## src/verilog/rpf_pkg.sv

```systemverilog
/*
  Constants for the run permit and frequency reference block: register map,
  field positions, reset values, setting codes and timing.
  Assumes a 200 MHz system clock and a 32-bit AXI4-Lite register bus.
*/
package rpf_pkg;
  // register byte offsets
  localparam int          ADDR_W      = 8;
  localparam logic [7:0]  ADDR_CTRL   = 8'h00;
  localparam logic [7:0]  ADDR_STEP   = 8'h04;
  localparam logic [7:0]  ADDR_KEYPAD = 8'h08;
  localparam logic [7:0]  ADDR_COMM   = 8'h0C;
  localparam logic [7:0]  ADDR_SETPT  = 8'h10;
  localparam logic [7:0]  ADDR_ACCEL  = 8'h14;
  localparam logic [7:0]  ADDR_STATUS = 8'h18;
  localparam logic [7:0]  ADDR_FREQ   = 8'h1C;
  localparam logic [7:0]  ADDR_CMD    = 8'h20;
  // control register fields (lsb positions, 2 bits except F_SRC 3 bits, F_SRUN and F_SREV 1 bit)
  localparam int          F_DIR       = 0;
  localparam int          F_LOCK      = 2;
  localparam int          F_LOSS      = 4;
  localparam int          F_UPDN      = 6;
  localparam int          F_SAVE      = 8;
  localparam int          F_INIT      = 10;
  localparam int          F_SRC       = 12;
  localparam int          F_SRUN      = 15;
  localparam int          F_SREV      = 16;
  localparam int          CTRL_W      = 17;
  localparam int          F_RSTKEY    = 0;
  localparam logic [16:0] CTRL_RST    = 17'h01004;
  // frequencies in 0.01 Hz units
  localparam logic [15:0] FREQ_MAX    = 16'hEA60;
  localparam logic [15:0] FREQ_DEF    = 16'h1770;
  localparam logic [15:0] STEP_MIN    = 16'h0001;
  localparam logic [15:0] STEP_MAX    = 16'h03E8;
  localparam logic [15:0] ACCEL_DEF   = 16'h0001;
  localparam logic [15:0] KEY_STEP    = 16'h0001;
  // setting codes
  localparam logic [1:0]  DIR_INH_REV = 2'h1;
  localparam logic [1:0]  DIR_INH_FWD = 2'h2;
  localparam logic [1:0]  LOSS_DECEL  = 2'h0;
  localparam logic [1:0]  LOSS_COAST  = 2'h1;
  localparam logic [1:0]  UD_KEYPAD   = 2'h0;
  localparam logic [1:0]  UD_ACCEL    = 2'h1;
  localparam logic [1:0]  UD_CONST    = 2'h2;
  localparam logic [1:0]  UD_PULSE    = 2'h3;
  localparam logic [1:0]  SAVE_KEYPAD = 2'h1;
  localparam logic [1:0]  SAVE_COMM   = 2'h2;
  localparam logic [1:0]  INIT_CUR    = 2'h0;
  localparam logic [1:0]  INIT_ZERO   = 2'h1;
  localparam logic [2:0]  SRC_TERM_A  = 3'h1;
  localparam logic [2:0]  SRC_TERM_B  = 3'h2;
  localparam logic [2:0]  SRC_COMM_A  = 3'h3;
  localparam logic [2:0]  SRC_COMM_B  = 3'h4;
  localparam logic [1:0]  RESP_OKAY   = 2'h0;
  localparam logic [1:0]  RESP_SLVERR = 2'h2;
  // timing
  localparam int          CLK_MHZ     = 200;
  localparam int          STEP_INT_US = 2000;
  localparam int          TICK_CYC    = STEP_INT_US * CLK_MHZ;
  localparam int          TICK_W      = 19;
  localparam int          N_PINS      = 8;
  typedef enum logic [1:0] {
    RPF_SETTLE1 = 2'b00,
    RPF_SETTLE2 = 2'b01,
    RPF_EVAL    = 2'b11,
    RPF_ACTIVE  = 2'b10
  } rpf_state_e;
endpackage

```

## src/verilog/rpf_run_permit.sv

```systemverilog
/*
  Run permit, direction inhibit, start lockout, source change handling and
  frequency reference (up/down, keypad and comm commands, initial frequency).
  Assumes pins are asynchronous to sys_clk and AXI4-Lite on sys_clk.
*/
`timescale 1ns/1ps
module rpf_run_permit #(
  parameter int TICK_CYCLES = rpf_pkg::TICK_CYC
) (
  // clock and reset
  input  wire logic                       sys_clk,
  input  wire logic                       rst_b,
  // axi4-lite slave
  input  wire logic [rpf_pkg::ADDR_W-1:0] s_axi_awaddr,
  input  wire logic                       s_axi_awvalid,
  output logic                            s_axi_awready,
  input  wire logic [31:0]                s_axi_wdata,
  input  wire logic [3:0]                 s_axi_wstrb,
  input  wire logic                       s_axi_wvalid,
  output logic                            s_axi_wready,
  output logic [1:0]                      s_axi_bresp,
  output logic                            s_axi_bvalid,
  input  wire logic                       s_axi_bready,
  input  wire logic [rpf_pkg::ADDR_W-1:0] s_axi_araddr,
  input  wire logic                       s_axi_arvalid,
  output logic                            s_axi_arready,
  output logic [31:0]                     s_axi_rdata,
  output logic [1:0]                      s_axi_rresp,
  output logic                            s_axi_rvalid,
  input  wire logic                       s_axi_rready,
  // asynchronous pins
  input  wire logic                       run_input_one,
  input  wire logic                       run_input_two,
  input  wire logic                       up_input,
  input  wire logic                       down_input,
  input  wire logic                       key_up,
  input  wire logic                       key_down,
  input  wire logic                       key_reset,
  input  wire logic                       current_loop_input,
  // drive outputs
  output logic                            run_out,
  output logic                            reverse_out,
  output logic [15:0]                     freq_out,
  output logic                            coast_out,
  output logic                            decel_zero_out,
  output logic                            analog_loss_warning,
  output logic                            warning_blink
);
  import rpf_pkg::*;

  function automatic logic [15:0] clamp_f(input logic [15:0] v);
    clamp_f = (v > FREQ_MAX) ? FREQ_MAX : v;
  endfunction
  function automatic logic [15:0] clamp_s(input logic [15:0] v);
    clamp_s = (v < STEP_MIN) ? STEP_MIN : ((v > STEP_MAX) ? STEP_MAX : v);
  endfunction
  function automatic logic [31:0] wmerge(input logic [31:0] o, input logic [31:0] d,
                                         input logic [3:0] s);
    logic [31:0] r;
    r = o;
    for (int i = 0; i < 4; i++) begin
      if (s[i]) r[i*8 +: 8] = d[i*8 +: 8];
    end
    wmerge = r;
  endfunction
  function automatic logic mapped(input logic [ADDR_W-1:0] a);
    mapped = (a == ADDR_CTRL) || (a == ADDR_STEP) || (a == ADDR_KEYPAD) || (a == ADDR_COMM)
          || (a == ADDR_SETPT) || (a == ADDR_ACCEL) || (a == ADDR_STATUS)
          || (a == ADDR_FREQ) || (a == ADDR_CMD);
  endfunction
  function automatic logic is_term(input logic [2:0] s);
    is_term = (s == SRC_TERM_A) || (s == SRC_TERM_B);
  endfunction
  function automatic logic dir_ok(input logic rev, input logic [1:0] inh);
    dir_ok = !(rev && inh == DIR_INH_REV) && !(!rev && inh == DIR_INH_FWD);
  endfunction

  ////////////////////////////////////////////////////////////////////////////
  // pin synchronisers
  localparam logic [N_PINS-1:0] PIN_IDLE = 8'h80;  // loop current present, no false loss
  logic [N_PINS-1:0] pin_raw, sync1_q, sync2_q, prev_q;
  assign pin_raw = {current_loop_input, key_reset, key_down, key_up,
                    down_input, up_input, run_input_two, run_input_one};
  generate
    for (genvar i = 0; i < N_PINS; i++) begin : g_sync
      always_ff @(posedge sys_clk or negedge rst_b) begin
        if (!rst_b) begin
          sync1_q[i] <= PIN_IDLE[i];
          sync2_q[i] <= PIN_IDLE[i];
          prev_q[i]  <= PIN_IDLE[i];
        end else begin
          sync1_q[i] <= pin_raw[i];
          sync2_q[i] <= sync1_q[i];
          prev_q[i]  <= sync2_q[i];
        end
      end
    end
  endgenerate
  logic in1, in2, up_s, dn_s, lost, up_rise, dn_rise, kup_rise, kdn_rise;
  logic term_run, term_rev;
  assign in1      = sync2_q[0];
  assign in2      = sync2_q[1];
  assign up_s     = sync2_q[2];
  assign dn_s     = sync2_q[3];
  assign lost     = !sync2_q[7];
  assign up_rise  = sync2_q[2] & ~prev_q[2];
  assign dn_rise  = sync2_q[3] & ~prev_q[3];
  assign kup_rise = sync2_q[4] & ~prev_q[4];
  assign kdn_rise = sync2_q[5] & ~prev_q[5];
  assign term_run = in1 | in2;
  assign term_rev = in2 & ~in1;

  ////////////////////////////////////////////////////////////////////////////
  // axi4-lite slave
  logic [ADDR_W-1:0] awaddr_q;
  logic [31:0]       wdata_q;
  logic [3:0]        wstrb_q;
  logic              aw_have_q, w_have_q, wr_fire, rd_fire;
  logic [CTRL_W-1:0] ctrl_q;
  logic [15:0]       step_q, keypad_q, comm_q, setpt_q, accel_q, freq_q;
  logic [31:0]       status_w, ctrl_m, step_m, setpt_m, accel_m, keypad_m, comm_m;
  logic              rst_key_pulse;
  assign s_axi_awready = !aw_have_q && !s_axi_bvalid;
  assign s_axi_wready  = !w_have_q && !s_axi_bvalid;
  assign s_axi_arready = !s_axi_rvalid;
  assign wr_fire       = aw_have_q && w_have_q && !s_axi_bvalid;
  assign rd_fire       = s_axi_arvalid && s_axi_arready;

  always_ff @(posedge sys_clk or negedge rst_b) begin
    if (!rst_b) begin
      aw_have_q    <= 1'b0;
      w_have_q     <= 1'b0;
      awaddr_q     <= '0;
      wdata_q      <= '0;
      wstrb_q      <= '0;
      s_axi_bvalid <= 1'b0;
      s_axi_bresp  <= RESP_OKAY;
    end else begin
      if (s_axi_awvalid && s_axi_awready) begin
        aw_have_q <= 1'b1;
        awaddr_q  <= s_axi_awaddr;
      end
      if (s_axi_wvalid && s_axi_wready) begin
        w_have_q <= 1'b1;
        wdata_q  <= s_axi_wdata;
        wstrb_q  <= s_axi_wstrb;
      end
      if (wr_fire) begin
        aw_have_q    <= 1'b0;
        w_have_q     <= 1'b0;
        s_axi_bvalid <= 1'b1;
        s_axi_bresp  <= mapped(awaddr_q) ? RESP_OKAY : RESP_SLVERR;
      end else if (s_axi_bready) begin
        s_axi_bvalid <= 1'b0;
      end
    end
  end

  assign rst_key_pulse = (wr_fire && awaddr_q == ADDR_CMD && wstrb_q[0] && wdata_q[F_RSTKEY])
                      || (sync2_q[6] && !prev_q[6]);

  always_ff @(posedge sys_clk or negedge rst_b) begin
    if (!rst_b) begin
      s_axi_rvalid <= 1'b0;
      s_axi_rdata  <= '0;
      s_axi_rresp  <= RESP_OKAY;
    end else if (rd_fire) begin
      s_axi_rvalid <= 1'b1;
      s_axi_rresp  <= mapped(s_axi_araddr) ? RESP_OKAY : RESP_SLVERR;
      case (s_axi_araddr)
        ADDR_CTRL:   s_axi_rdata <= {15'h0000, ctrl_q};
        ADDR_STEP:   s_axi_rdata <= {16'h0000, step_q};
        ADDR_KEYPAD: s_axi_rdata <= {16'h0000, keypad_q};
        ADDR_COMM:   s_axi_rdata <= {16'h0000, comm_q};
        ADDR_SETPT:  s_axi_rdata <= {16'h0000, setpt_q};
        ADDR_ACCEL:  s_axi_rdata <= {16'h0000, accel_q};
        ADDR_STATUS: s_axi_rdata <= status_w;
        ADDR_FREQ:   s_axi_rdata <= {16'h0000, freq_q};
        default:     s_axi_rdata <= 32'h0000_0000;
      endcase
    end else if (s_axi_rready) begin
      s_axi_rvalid <= 1'b0;
    end
  end

  ////////////////////////////////////////////////////////////////////////////
  // settings registers
  logic stop_evt;
  assign ctrl_m   = wmerge({15'h0000, ctrl_q}, wdata_q, wstrb_q);
  assign step_m   = wmerge({16'h0000, step_q}, wdata_q, wstrb_q);
  assign setpt_m  = wmerge({16'h0000, setpt_q}, wdata_q, wstrb_q);
  assign accel_m  = wmerge({16'h0000, accel_q}, wdata_q, wstrb_q);
  assign keypad_m = wmerge({16'h0000, keypad_q}, wdata_q, wstrb_q);
  assign comm_m   = wmerge({16'h0000, comm_q}, wdata_q, wstrb_q);
  always_ff @(posedge sys_clk or negedge rst_b) begin
    if (!rst_b) begin
      ctrl_q  <= CTRL_RST;
      step_q  <= STEP_MIN;
      setpt_q <= FREQ_DEF;
      accel_q <= ACCEL_DEF;
    end else if (wr_fire) begin
      case (awaddr_q)
        ADDR_CTRL:  ctrl_q  <= ctrl_m[CTRL_W-1:0];
        ADDR_STEP:  step_q  <= clamp_s(step_m[15:0]);
        ADDR_SETPT: setpt_q <= clamp_f(setpt_m[15:0]);
        ADDR_ACCEL: accel_q <= clamp_s(accel_m[15:0]);
        default: ;
      endcase
    end
  end
  logic [1:0] dir_set, lock_set, loss_set, ud_set, save_set, init_set;
  logic [2:0] src;
  assign dir_set  = ctrl_q[F_DIR +: 2];
  assign lock_set = ctrl_q[F_LOCK +: 2];
  assign loss_set = ctrl_q[F_LOSS +: 2];
  assign ud_set   = ctrl_q[F_UPDN +: 2];
  assign save_set = ctrl_q[F_SAVE +: 2];
  assign init_set = ctrl_q[F_INIT +: 2];
  assign src      = ctrl_q[F_SRC +: 3];

  // keypad and comm commands; with SAVE_KEYPAD or SAVE_COMM the unsaved one reverts to FREQ_DEF at stop
  always_ff @(posedge sys_clk or negedge rst_b) begin
    if (!rst_b) begin
      keypad_q <= FREQ_DEF;
      comm_q   <= FREQ_DEF;
    end else begin
      if (wr_fire && awaddr_q == ADDR_KEYPAD) begin
        keypad_q <= clamp_f(keypad_m[15:0]);
      end else if (stop_evt && save_set == SAVE_COMM) begin
        keypad_q <= FREQ_DEF;
      end
      if (wr_fire && awaddr_q == ADDR_COMM) begin
        comm_q <= clamp_f(comm_m[15:0]);
      end else if (stop_evt && save_set == SAVE_KEYPAD) begin
        comm_q <= FREQ_DEF;
      end
    end
  end

  ////////////////////////////////////////////////////////////////////////////
  // power-up sequence and lockout
  rpf_state_e state_q;
  logic       lock_q, hold_q, run_q, rev_q, run_d, rev_d, coast, src_enter, mismatch;
  logic [2:0] src_prev_q;
  always_ff @(posedge sys_clk or negedge rst_b) begin
    if (!rst_b) begin
      state_q <= RPF_SETTLE1;
    end else begin
      case (state_q)
        RPF_SETTLE1: state_q <= RPF_SETTLE2;
        RPF_SETTLE2: state_q <= RPF_EVAL;
        RPF_EVAL:    state_q <= RPF_ACTIVE;
        RPF_ACTIVE:  state_q <= RPF_ACTIVE;
        default:     state_q <= RPF_SETTLE1;
      endcase
    end
  end

  always_ff @(posedge sys_clk or negedge rst_b) begin
    if (!rst_b) begin
      lock_q <= 1'b0;
    end else if (state_q == RPF_EVAL) begin
      lock_q <= is_term(src) && term_run && lock_set[0];
    end else if (!term_run || !is_term(src)) begin
      lock_q <= 1'b0;
    end
  end

  assign src_enter = is_term(src) && !is_term(src_prev_q);
  assign mismatch  = term_run != run_q;
  always_ff @(posedge sys_clk or negedge rst_b) begin
    if (!rst_b) begin
      src_prev_q <= SRC_TERM_A;
      hold_q     <= 1'b0;
    end else begin
      src_prev_q <= src;
      if (src_enter && mismatch && !lock_set[1]) begin
        hold_q <= 1'b1;
      end else if (!mismatch || !is_term(src)) begin
        hold_q <= 1'b0;
      end
    end
  end

  assign coast = lost && loss_set == LOSS_COAST;
  always_comb begin
    run_d = run_q;
    rev_d = rev_q;
    if (state_q != RPF_ACTIVE || coast) begin
      run_d = 1'b0;
    end else if (is_term(src)) begin
      if (lock_q) begin
        run_d = 1'b0;
      end else if (hold_q || (src_enter && mismatch && !lock_set[1])) begin
        run_d = run_q;
      end else begin
        run_d = term_run && dir_ok(term_rev, dir_set);
        rev_d = term_rev;
      end
    end else begin
      run_d = ctrl_q[F_SRUN] && dir_ok(ctrl_q[F_SREV], dir_set);
      rev_d = ctrl_q[F_SREV];
    end
  end
  assign stop_evt = run_q && !run_d;

  always_ff @(posedge sys_clk or negedge rst_b) begin
    if (!rst_b) begin
      run_q <= 1'b0;
      rev_q <= 1'b0;
    end else begin
      run_q <= run_d;
      rev_q <= rev_d;
    end
  end

  ////////////////////////////////////////////////////////////////////////////
  // loss warning
  logic warn_q;
  always_ff @(posedge sys_clk or negedge rst_b) begin
    if (!rst_b) begin
      warn_q <= 1'b0;
    end else if (coast) begin
      warn_q <= 1'b1;
    end else if (rst_key_pulse) begin
      warn_q <= 1'b0;
    end
  end

  ////////////////////////////////////////////////////////////////////////////
  // up/down frequency adjustment
  logic [TICK_W-1:0] tick_cnt_q;
  logic              tick, inc, dec;
  logic [15:0]       amt, init_f, cur_cmd;
  assign tick = tick_cnt_q == TICK_W'(TICK_CYCLES - 1);
  always_ff @(posedge sys_clk or negedge rst_b) begin
    if (!rst_b) begin
      tick_cnt_q <= '0;
    end else begin
      tick_cnt_q <= tick ? '0 : tick_cnt_q + TICK_W'(1);
    end
  end

  always_comb begin
    inc = 1'b0;
    dec = 1'b0;
    amt = step_q;
    case (ud_set)
      UD_KEYPAD: begin
        inc = kup_rise && run_q;
        dec = kdn_rise && run_q;
        amt = KEY_STEP;
      end
      UD_ACCEL: begin
        inc = up_s && tick && run_q;
        dec = dn_s && tick && run_q;
        amt = accel_q;
      end
      UD_CONST: begin
        inc = up_s && tick;
        dec = dn_s && tick;
      end
      UD_PULSE: begin
        inc = up_rise;
        dec = dn_rise;
      end
      default: ;
    endcase
  end

  assign cur_cmd = (src == SRC_COMM_A || src == SRC_COMM_B) ? comm_q : keypad_q;
  assign init_f  = (init_set == INIT_CUR) ? cur_cmd :
                   (init_set == INIT_ZERO) ? 16'h0000 : setpt_q;

  always_ff @(posedge sys_clk or negedge rst_b) begin
    if (!rst_b) begin
      freq_q <= FREQ_DEF;
    end else if (stop_evt) begin
      freq_q <= init_f;
    end else if (inc && !dec) begin
      freq_q <= clamp_f((FREQ_MAX - freq_q < amt) ? FREQ_MAX : freq_q + amt);
    end else if (dec && !inc) begin
      freq_q <= (freq_q < amt) ? 16'h0000 : freq_q - amt;
    end
  end

  ////////////////////////////////////////////////////////////////////////////
  // registered outputs
  always_ff @(posedge sys_clk or negedge rst_b) begin
    if (!rst_b) begin
      freq_out       <= '0;
      coast_out      <= 1'b0;
      decel_zero_out <= 1'b0;
      warning_blink  <= 1'b0;
    end else begin
      decel_zero_out <= lost && loss_set == LOSS_DECEL;
      freq_out       <= (lost && loss_set == LOSS_DECEL) ? 16'h0000 : freq_q;
      coast_out      <= coast;
      warning_blink  <= (warn_q || coast) && lost;
    end
  end
  assign run_out             = run_q;
  assign reverse_out         = rev_q;
  assign analog_loss_warning = warn_q;
  assign status_w = {24'h000000, decel_zero_out, coast_out, hold_q, lock_q,
                     warning_blink, warn_q, rev_q, run_q};
endmodule

```

## config.mk

```make
export PLATFORM = sky130hd
export DESIGN_NAME = rpf_run_permit
export DESIGN_NICKNAME = d
export VERILOG_FILES = /design/src/verilog/rpf_pkg.sv /design/src/verilog/rpf_run_permit.sv
export SDC_FILE = /design/constraint.sdc
export NUM_CORES = 1
export LEC_CHECK = 0
export ABC_AREA = 1
export BUFFER_PORTS_ARGS = -buffer_cell sky130_fd_sc_hd__buf_2
export CELL_PAD_IN_SITES_DETAIL_PLACEMENT = 1
export CELL_PAD_IN_SITES_GLOBAL_PLACEMENT = 1
export CORE_MARGIN = 5
export CORE_UTILIZATION = 48
export DETAILED_ROUTE_END_ITERATION = 8
export PLACE_DENSITY_LB_ADDON = 0.1
export SLEW_MARGIN = 20
export SYNTH_ARGS = -nofsm -noshare
export SYNTH_HDL_FRONTEND = slang
export SYNTH_SLANG_ARGS = --single-unit
```

## constraint.sdc

```tcl
create_clock -name sys_clk -period 5.4 [get_ports sys_clk]
set_clock_uncertainty 0.1 [all_clocks]
set_input_delay 0.27 -clock sys_clk [delete_from_list [all_inputs] [get_ports sys_clk]]
set_output_delay 0.27 -clock sys_clk [all_outputs]
set_load 0.01 [all_outputs]
```

# Word-level counts from Yosys, hierarchy flattened
# Cells that the tools add are included.
[totals] regBits=250 in_bits=67 word_cells=286
[classes] add_sub_neg=4 magnitude_cmp=10 n_eq_ne=39 muxes=60 n_bitwise=12 n_reduce_logical=109
[ops] op="$mux W16" n=21
[ops] op="$pmux W17 S8" n=1
[ops] op="$mux W8" n=10
[ops] op="$eq A8 B5 Y1 const B" n=8
[ops] op="$gt A16 B16 Y1 const B" n=4
[ops] op="$logic_and A1 B1 Y1" n=40
[ops] op="$eq A8 B4 Y1 const B" n=4
[ops] op="$gt A16 B10 Y1 const B" n=2
[ops] op="$lt A16 B1 Y1 const B" n=2
[ops] op="$lt A16 B16 Y1" n=2
[ops] op="$pmux W16 S2" n=1
[ops] op="$logic_or A1 B1 Y1" n=25
[ops] op="$mux W1" n=21
[ops] op="$logic_not A1 Y1" n=20
[ops] op="$add A19 B1 Y19 const B" n=1
[ops] op="$eq A19 B19 Y1 const B" n=1
[ops] op="$mux W19" n=1
[ops] op="$reduce_bool A2 Y1" n=9
[ops] op="$add A16 B16 Y16" n=1
[ops] op="$eq A8 B3 Y1 const B" n=2
[ops] op="$eq A8 B6 Y1 const B" n=2
[ops] op="$logic_not A8 Y1" n=2
[ops] op="$sub A16 B16 Y16" n=1
[ops] op="$sub A16 B16 Y16 const A" n=1
[ops] op="other kinds (18)" n=52

# Depth between registers and ports, before layout
[logic_depth] depth_word=16 mapped_depth=30

# Worst setup path after synthesis
# No wires, ideal clock.
[synth_path] path_type="reg2reg" startpoint="register freq_q[1]" endpoint="register freq_q[7]" setup_time_ns=0.116 arrival_time_ns=3.322 required_ns=5.184 setup_slack_ns=1.862 stages_incl_launch_ff=28 n_path_buf=2 synth_period_minus_slack_ns=3.538 path_cell_list="dfrtp_1 -> inv_1 -> ha_1 -> nand4_1 -> nand3_1 -> nand2_1 -> inv_1 -> a21oi_1 -> nor2_1 -> nor2_1 -> o21ai_0 -> xor2_1 -> ha_1 -> nand4_1 -> a21oi_1 -> nor2_1 -> nand2_2 -> buf_2 -> nand2_1 -> o211ai_1 -> nand3_2 -> nand2_1 -> nand2_2 -> buf_6 -> nand2_1 -> nand3_1 -> nand2_1 -> nand2_1"
[synth_via] elab_chain_cells=7
[synth_rtl] item="start, declared" line="rpf_run_permit.sv:120" rtl="logic [15:0] step_q, keypad_q, comm_q, setpt_q, accel_q, freq_q;"
[synth_rtl] item="start signal, assigned" line="rpf_run_permit.sv:379" rtl="freq_q <= init_f;"
[synth_rtl] item="start signal, assigned" line="rpf_run_permit.sv:381" rtl="freq_q <= clamp_f((FREQ_MAX - freq_q < amt) ? FREQ_MAX : freq_q + amt);"
[synth_rtl] item="start signal, assigned" line="rpf_run_permit.sv:383" rtl="freq_q <= (freq_q < amt) ? 16'h0000 : freq_q - amt;"
[synth_rtl] item="$sub A16 B16 Y16" line="rpf_run_permit.sv:381"
[synth_rtl] item="$lt A16 B16 Y1" line="rpf_run_permit.sv:381"
[synth_rtl] item="$mux W16" line="rpf_run_permit.sv:381"
[synth_rtl] item="$gt A16 B16 Y1" line="rpf_run_permit.sv:52" rtl="clamp_f = (v > FREQ_MAX) ? FREQ_MAX : v;"
[synth_rtl] item="$mux W16" line="rpf_run_permit.sv:52"
[synth_rtl] item="$mux W16 *" line="rpf_run_permit.sv:380" rtl="end else if (inc && !dec) begin"
[synth_rtl] item="$mux W16 *" line="rpf_run_permit.sv:378" rtl="end else if (stop_evt) begin"
# Mark *: on every way between the ends. The rest lies on a longest branch, timed or not. The select of a mux whose other input is x is not followed.
# A chain may end at the register's enable or synchronous reset.

# Worst setup path in the final report
[layout_path] startpoint="register freq_q[1]" endpoint="register freq_q[3]"
# Same word-level chain as after synthesis.

==> impl_metrics.toml <==
[placed_design]
dpl.cell_count = 2424
globalplace.congestion = 0.991
place_hpwl_mm = 39.7
dp_slack_ps = 870
portBuffers = 96

[power]
peakVddDrop_uv = 276
p_leak_uw = 0.00810
power_density_nw_per_um2 = 472

[timing]
drv_slew = 0
fmax_ghz = 0.218
hold_viol = 0
worst_slack_ps = 818
fin_crit_ps = 4580
rsz0062_at_grt = "no"
timing.setup.tns_ps = 0
slew_headroom = 0.198
worstMarginPinSlew_ps = 1200
setup_viol = 0
finalHoldWorstSlack_ps = 131
min_period_over_period = 0.849

[drt]
wire_per_inst_um = 21.0
antenna_left = 0
drt_pre_antenna_iters = 5
drt-total-wl_mm = 52.8
via_per_inst = 5.70
drtIter0Drc = 962
drcViolationCount = 0
vias = 14300

[cts]
cts_resized = 0
worstSkewPairLatency_ps = 550
numCtsBuffers = 27
clk_path_buf_depth = 3
cts_num_sinks = 233
cts_tree = "done"
clkSlewWorstSetupHoldPaths_ps = 60
htree_num_levels = 1
cts_setup_buffers = 0
cts_root_buf = "clkbuf_16"

[critical_path]
worstSetupStartpointType = "flop"
path_common_cell = "nand2_1"
reg2reg_depth = 27
critical_path_class = "flop to flop"
critPathMaxStageDelay_ps = 450
crit_required_ps = 5750
arrival_ps = 4930
cpMaxStageDelayCell = "dfrtp_1"
path_max_fanout = 19
cp-end-kind = "flop"

[synth]
ys.flop_type = "dfrtp_1"
synth_area_um2 = 14600
syn_area_per_cell_um2 = 7.38
ys_types = 61
synthArstFlopShare = 1.00
netlist_instances = 1984
synth_edf_count = 0
ys_ff_latch = 233
yosysSeqAreaShare = 0.401
yosys_warnings = 0

[layout]
fill_cells = 3895
num_antenna_cells = 0
post-route-util = 0.546
stdcell_count = 2514
syn2layout_area_growth_pct = 13.3
drive_above_1_share = 0.127
num-nets-final = 2218

[global_routing]
antenna_found_initial = 0
grt_pass1_vias = 15400
grt_usage = 0.313
grt_pass1_wl_mm = 84.5
grt_max_degree = 125
overflow = 0

[floorplanning]
core_area_um2 = 30300
row_count = 64
dieHeight_um = 185
fp.dieW_um = 185
floorplan.initialDensity = 0.482
io_pins = 130
dieArea_um2 = 34100

[status]
status = "completed"

[hold_path]
holdPathStages = 4
hold_path.class = "input pin to flop"

[job]
drv_cap = 0
cell usage after synthesis, types with 4 or more instances:
| cell type | count | area share |
|---|---|---|
| dfrtp_1 | 198 | 0.34 |
| nand3_2 | 4 | 0.0027 |
| nor3_1 | 30 | 0.010 |
| buf_4 | 25 | 0.013 |
| nand2_1 | 379 | 0.097 |
| dfstp_2 | 35 | 0.063 |
| nor2_2 | 7 | 0.0030 |
| mux2_2 | 6 | 0.0046 |
| buf_2 | 10 | 0.0034 |
| xor2_1 | 29 | 0.017 |
| a211oi_1 | 5 | 0.0026 |
| o221ai_1 | 5 | 0.0030 |
| a21oi_1 | 99 | 0.034 |
| nand4_1 | 21 | 0.0090 |
| a21o_1 | 6 | 0.0031 |
| buf_6 | 6 | 0.0046 |
| o31ai_1 | 4 | 0.0021 |
| o21ai_1 | 11 | 0.0038 |
| a31oi_1 | 9 | 0.0038 |
| nor4_1 | 19 | 0.0081 |
| ha_1 | 51 | 0.044 |
| nor3_2 | 6 | 0.0041 |
| clkbuf_1 | 31 | 0.0079 |
| nand2_2 | 16 | 0.0068 |
| a21boi_0 | 4 | 0.0021 |
| inv_2 | 25 | 0.0064 |
| o21ai_2 | 10 | 0.0060 |
| nand3_1 | 103 | 0.035 |
| nor2_1 | 197 | 0.051 |
| nor2_4 | 4 | 0.0031 |
| o21ai_0 | 221 | 0.076 |
| inv_1 | 300 | 0.077 |
| o22ai_1 | 58 | 0.025 |
cell usage in the layout, fill, tap and decap left out, types with 9 or more instances in the layout:
cell	count
conb_1	17
nand4_1	21
clkbuf_1	9
a31oi_1	9
nor3_1	29
nand2_1	379
ha_1	51
o22ai_1	58
inv_2	25
o21ai_2	10
xor2_1	29
nor2_1	197
dfstp_2	35
a21oi_1	99
o21ai_0	221
nor4_1	19
buf_2	95
dfrtp_1	198
inv_1	300
nand3_1	103
clkbuf_16	27
dlygate4sd3_1	41
o21ai_1	11
nand2_2	16
final timing paths:
| path | to | slack (ps) | startpoint |
|---|---|---|---|
| max reg2reg | freq_q[3] | 820 | freq_q[1] |
| max in group asynchronous | freq_out[13] | 3710 | rst_b |
| max | freq_q[3] | 820 | freq_q[1] |
| min in group asynchronous | awaddr_q[4] | 270 | rst_b |
| min reg2reg | in2 | 250 | sync1_q[1] |
| min | s_axi_rvalid | 130 | s_axi_arvalid |
flip-flops by register name, indices dropped and copies added, names as in the netlist, 2 cells and up:
signal	cells
step_q	16
comm_q	16
keypad_q	16
tick_cnt_q	19
freq_out	16
sync2_q	4
state_q	2
awaddr_q	8
wstrb_q	3
accel_q	16
setpt_q	16
s_axi_rdata	17
ctrl_q	17
prev_q	5
src_prev_q	3
wdata_q	17
sync1_q	8
freq_q	16
cell families (layout without fill, tap and decap cells):
family,Yosys count,count (layout),synth area share
adder cells (fa/ha/maj),53,53,0.0463
buffers and inverters,406,524,0.116
XOR/XNOR,31,31,0.0185
AND/OR/NAND/NOR,801,801,0.240
other,1,17,0.000256
flip-flops,233,233,0.401
multiplexers,6,6,0.00462
AO/OA/AOI/OAI,453,453,0.173
area by class of cell:
type | count | area [um^2] | area share
multi-input cells | 1361 | 7140 | 0.430
flip-flops and latches | 233 | 5870 | 0.354
inverters | 330 | 1240 | 0.0750
repair buffers | 145 | 973 | 0.0587
clock buffers | 39 | 751 | 0.0453
well taps | 396 | 495 | 0.0299
clock inverters | 10 | 106 | 0.00641
repair_timing:
| action | CTS | global route |
|---|---|---|
| hold buffers | 41 | 0 |
| hold endpoints to repair | 139 | 0 |
| endpoints found under the setup margin | 0 | 0 |
metal layers:
metal,vias up,part of all wire,track usage
met5,-,0,0
met3,109,0.056,0.0418
met4,0,0.036,0.0981
met2,455,0.49,0.551
li1,6671,-,-
met1,7094,0.41,0.400
worst max-delay path: cells and delay by family, from the launching register on:
kind | cells | cell delay, ps
DFF | 1 | 450
AOI/OAI and AO/OA | 2 | 340
xor gates and xnor gates | 1 | 170
adders and majority gates | 2 | 580
and+or+nand+nor | 20 | 2570
buffers and inverters | 2 | 260
where the power goes:
group	switching [uW]	internal, uW
registers	234	2070
logic	2560	1120
clock network	777	1060
stage by stage:
stage                     total power, uW  area (um^2)
after global placement               5730        15300
after CTS                            7780        16600
after detailed placement             5900        15300
final                                7830        16600
after floorplan                      4830        14700
after global routing                 8380        16600
Note: power is estimated with default switching activity, not from simulation.
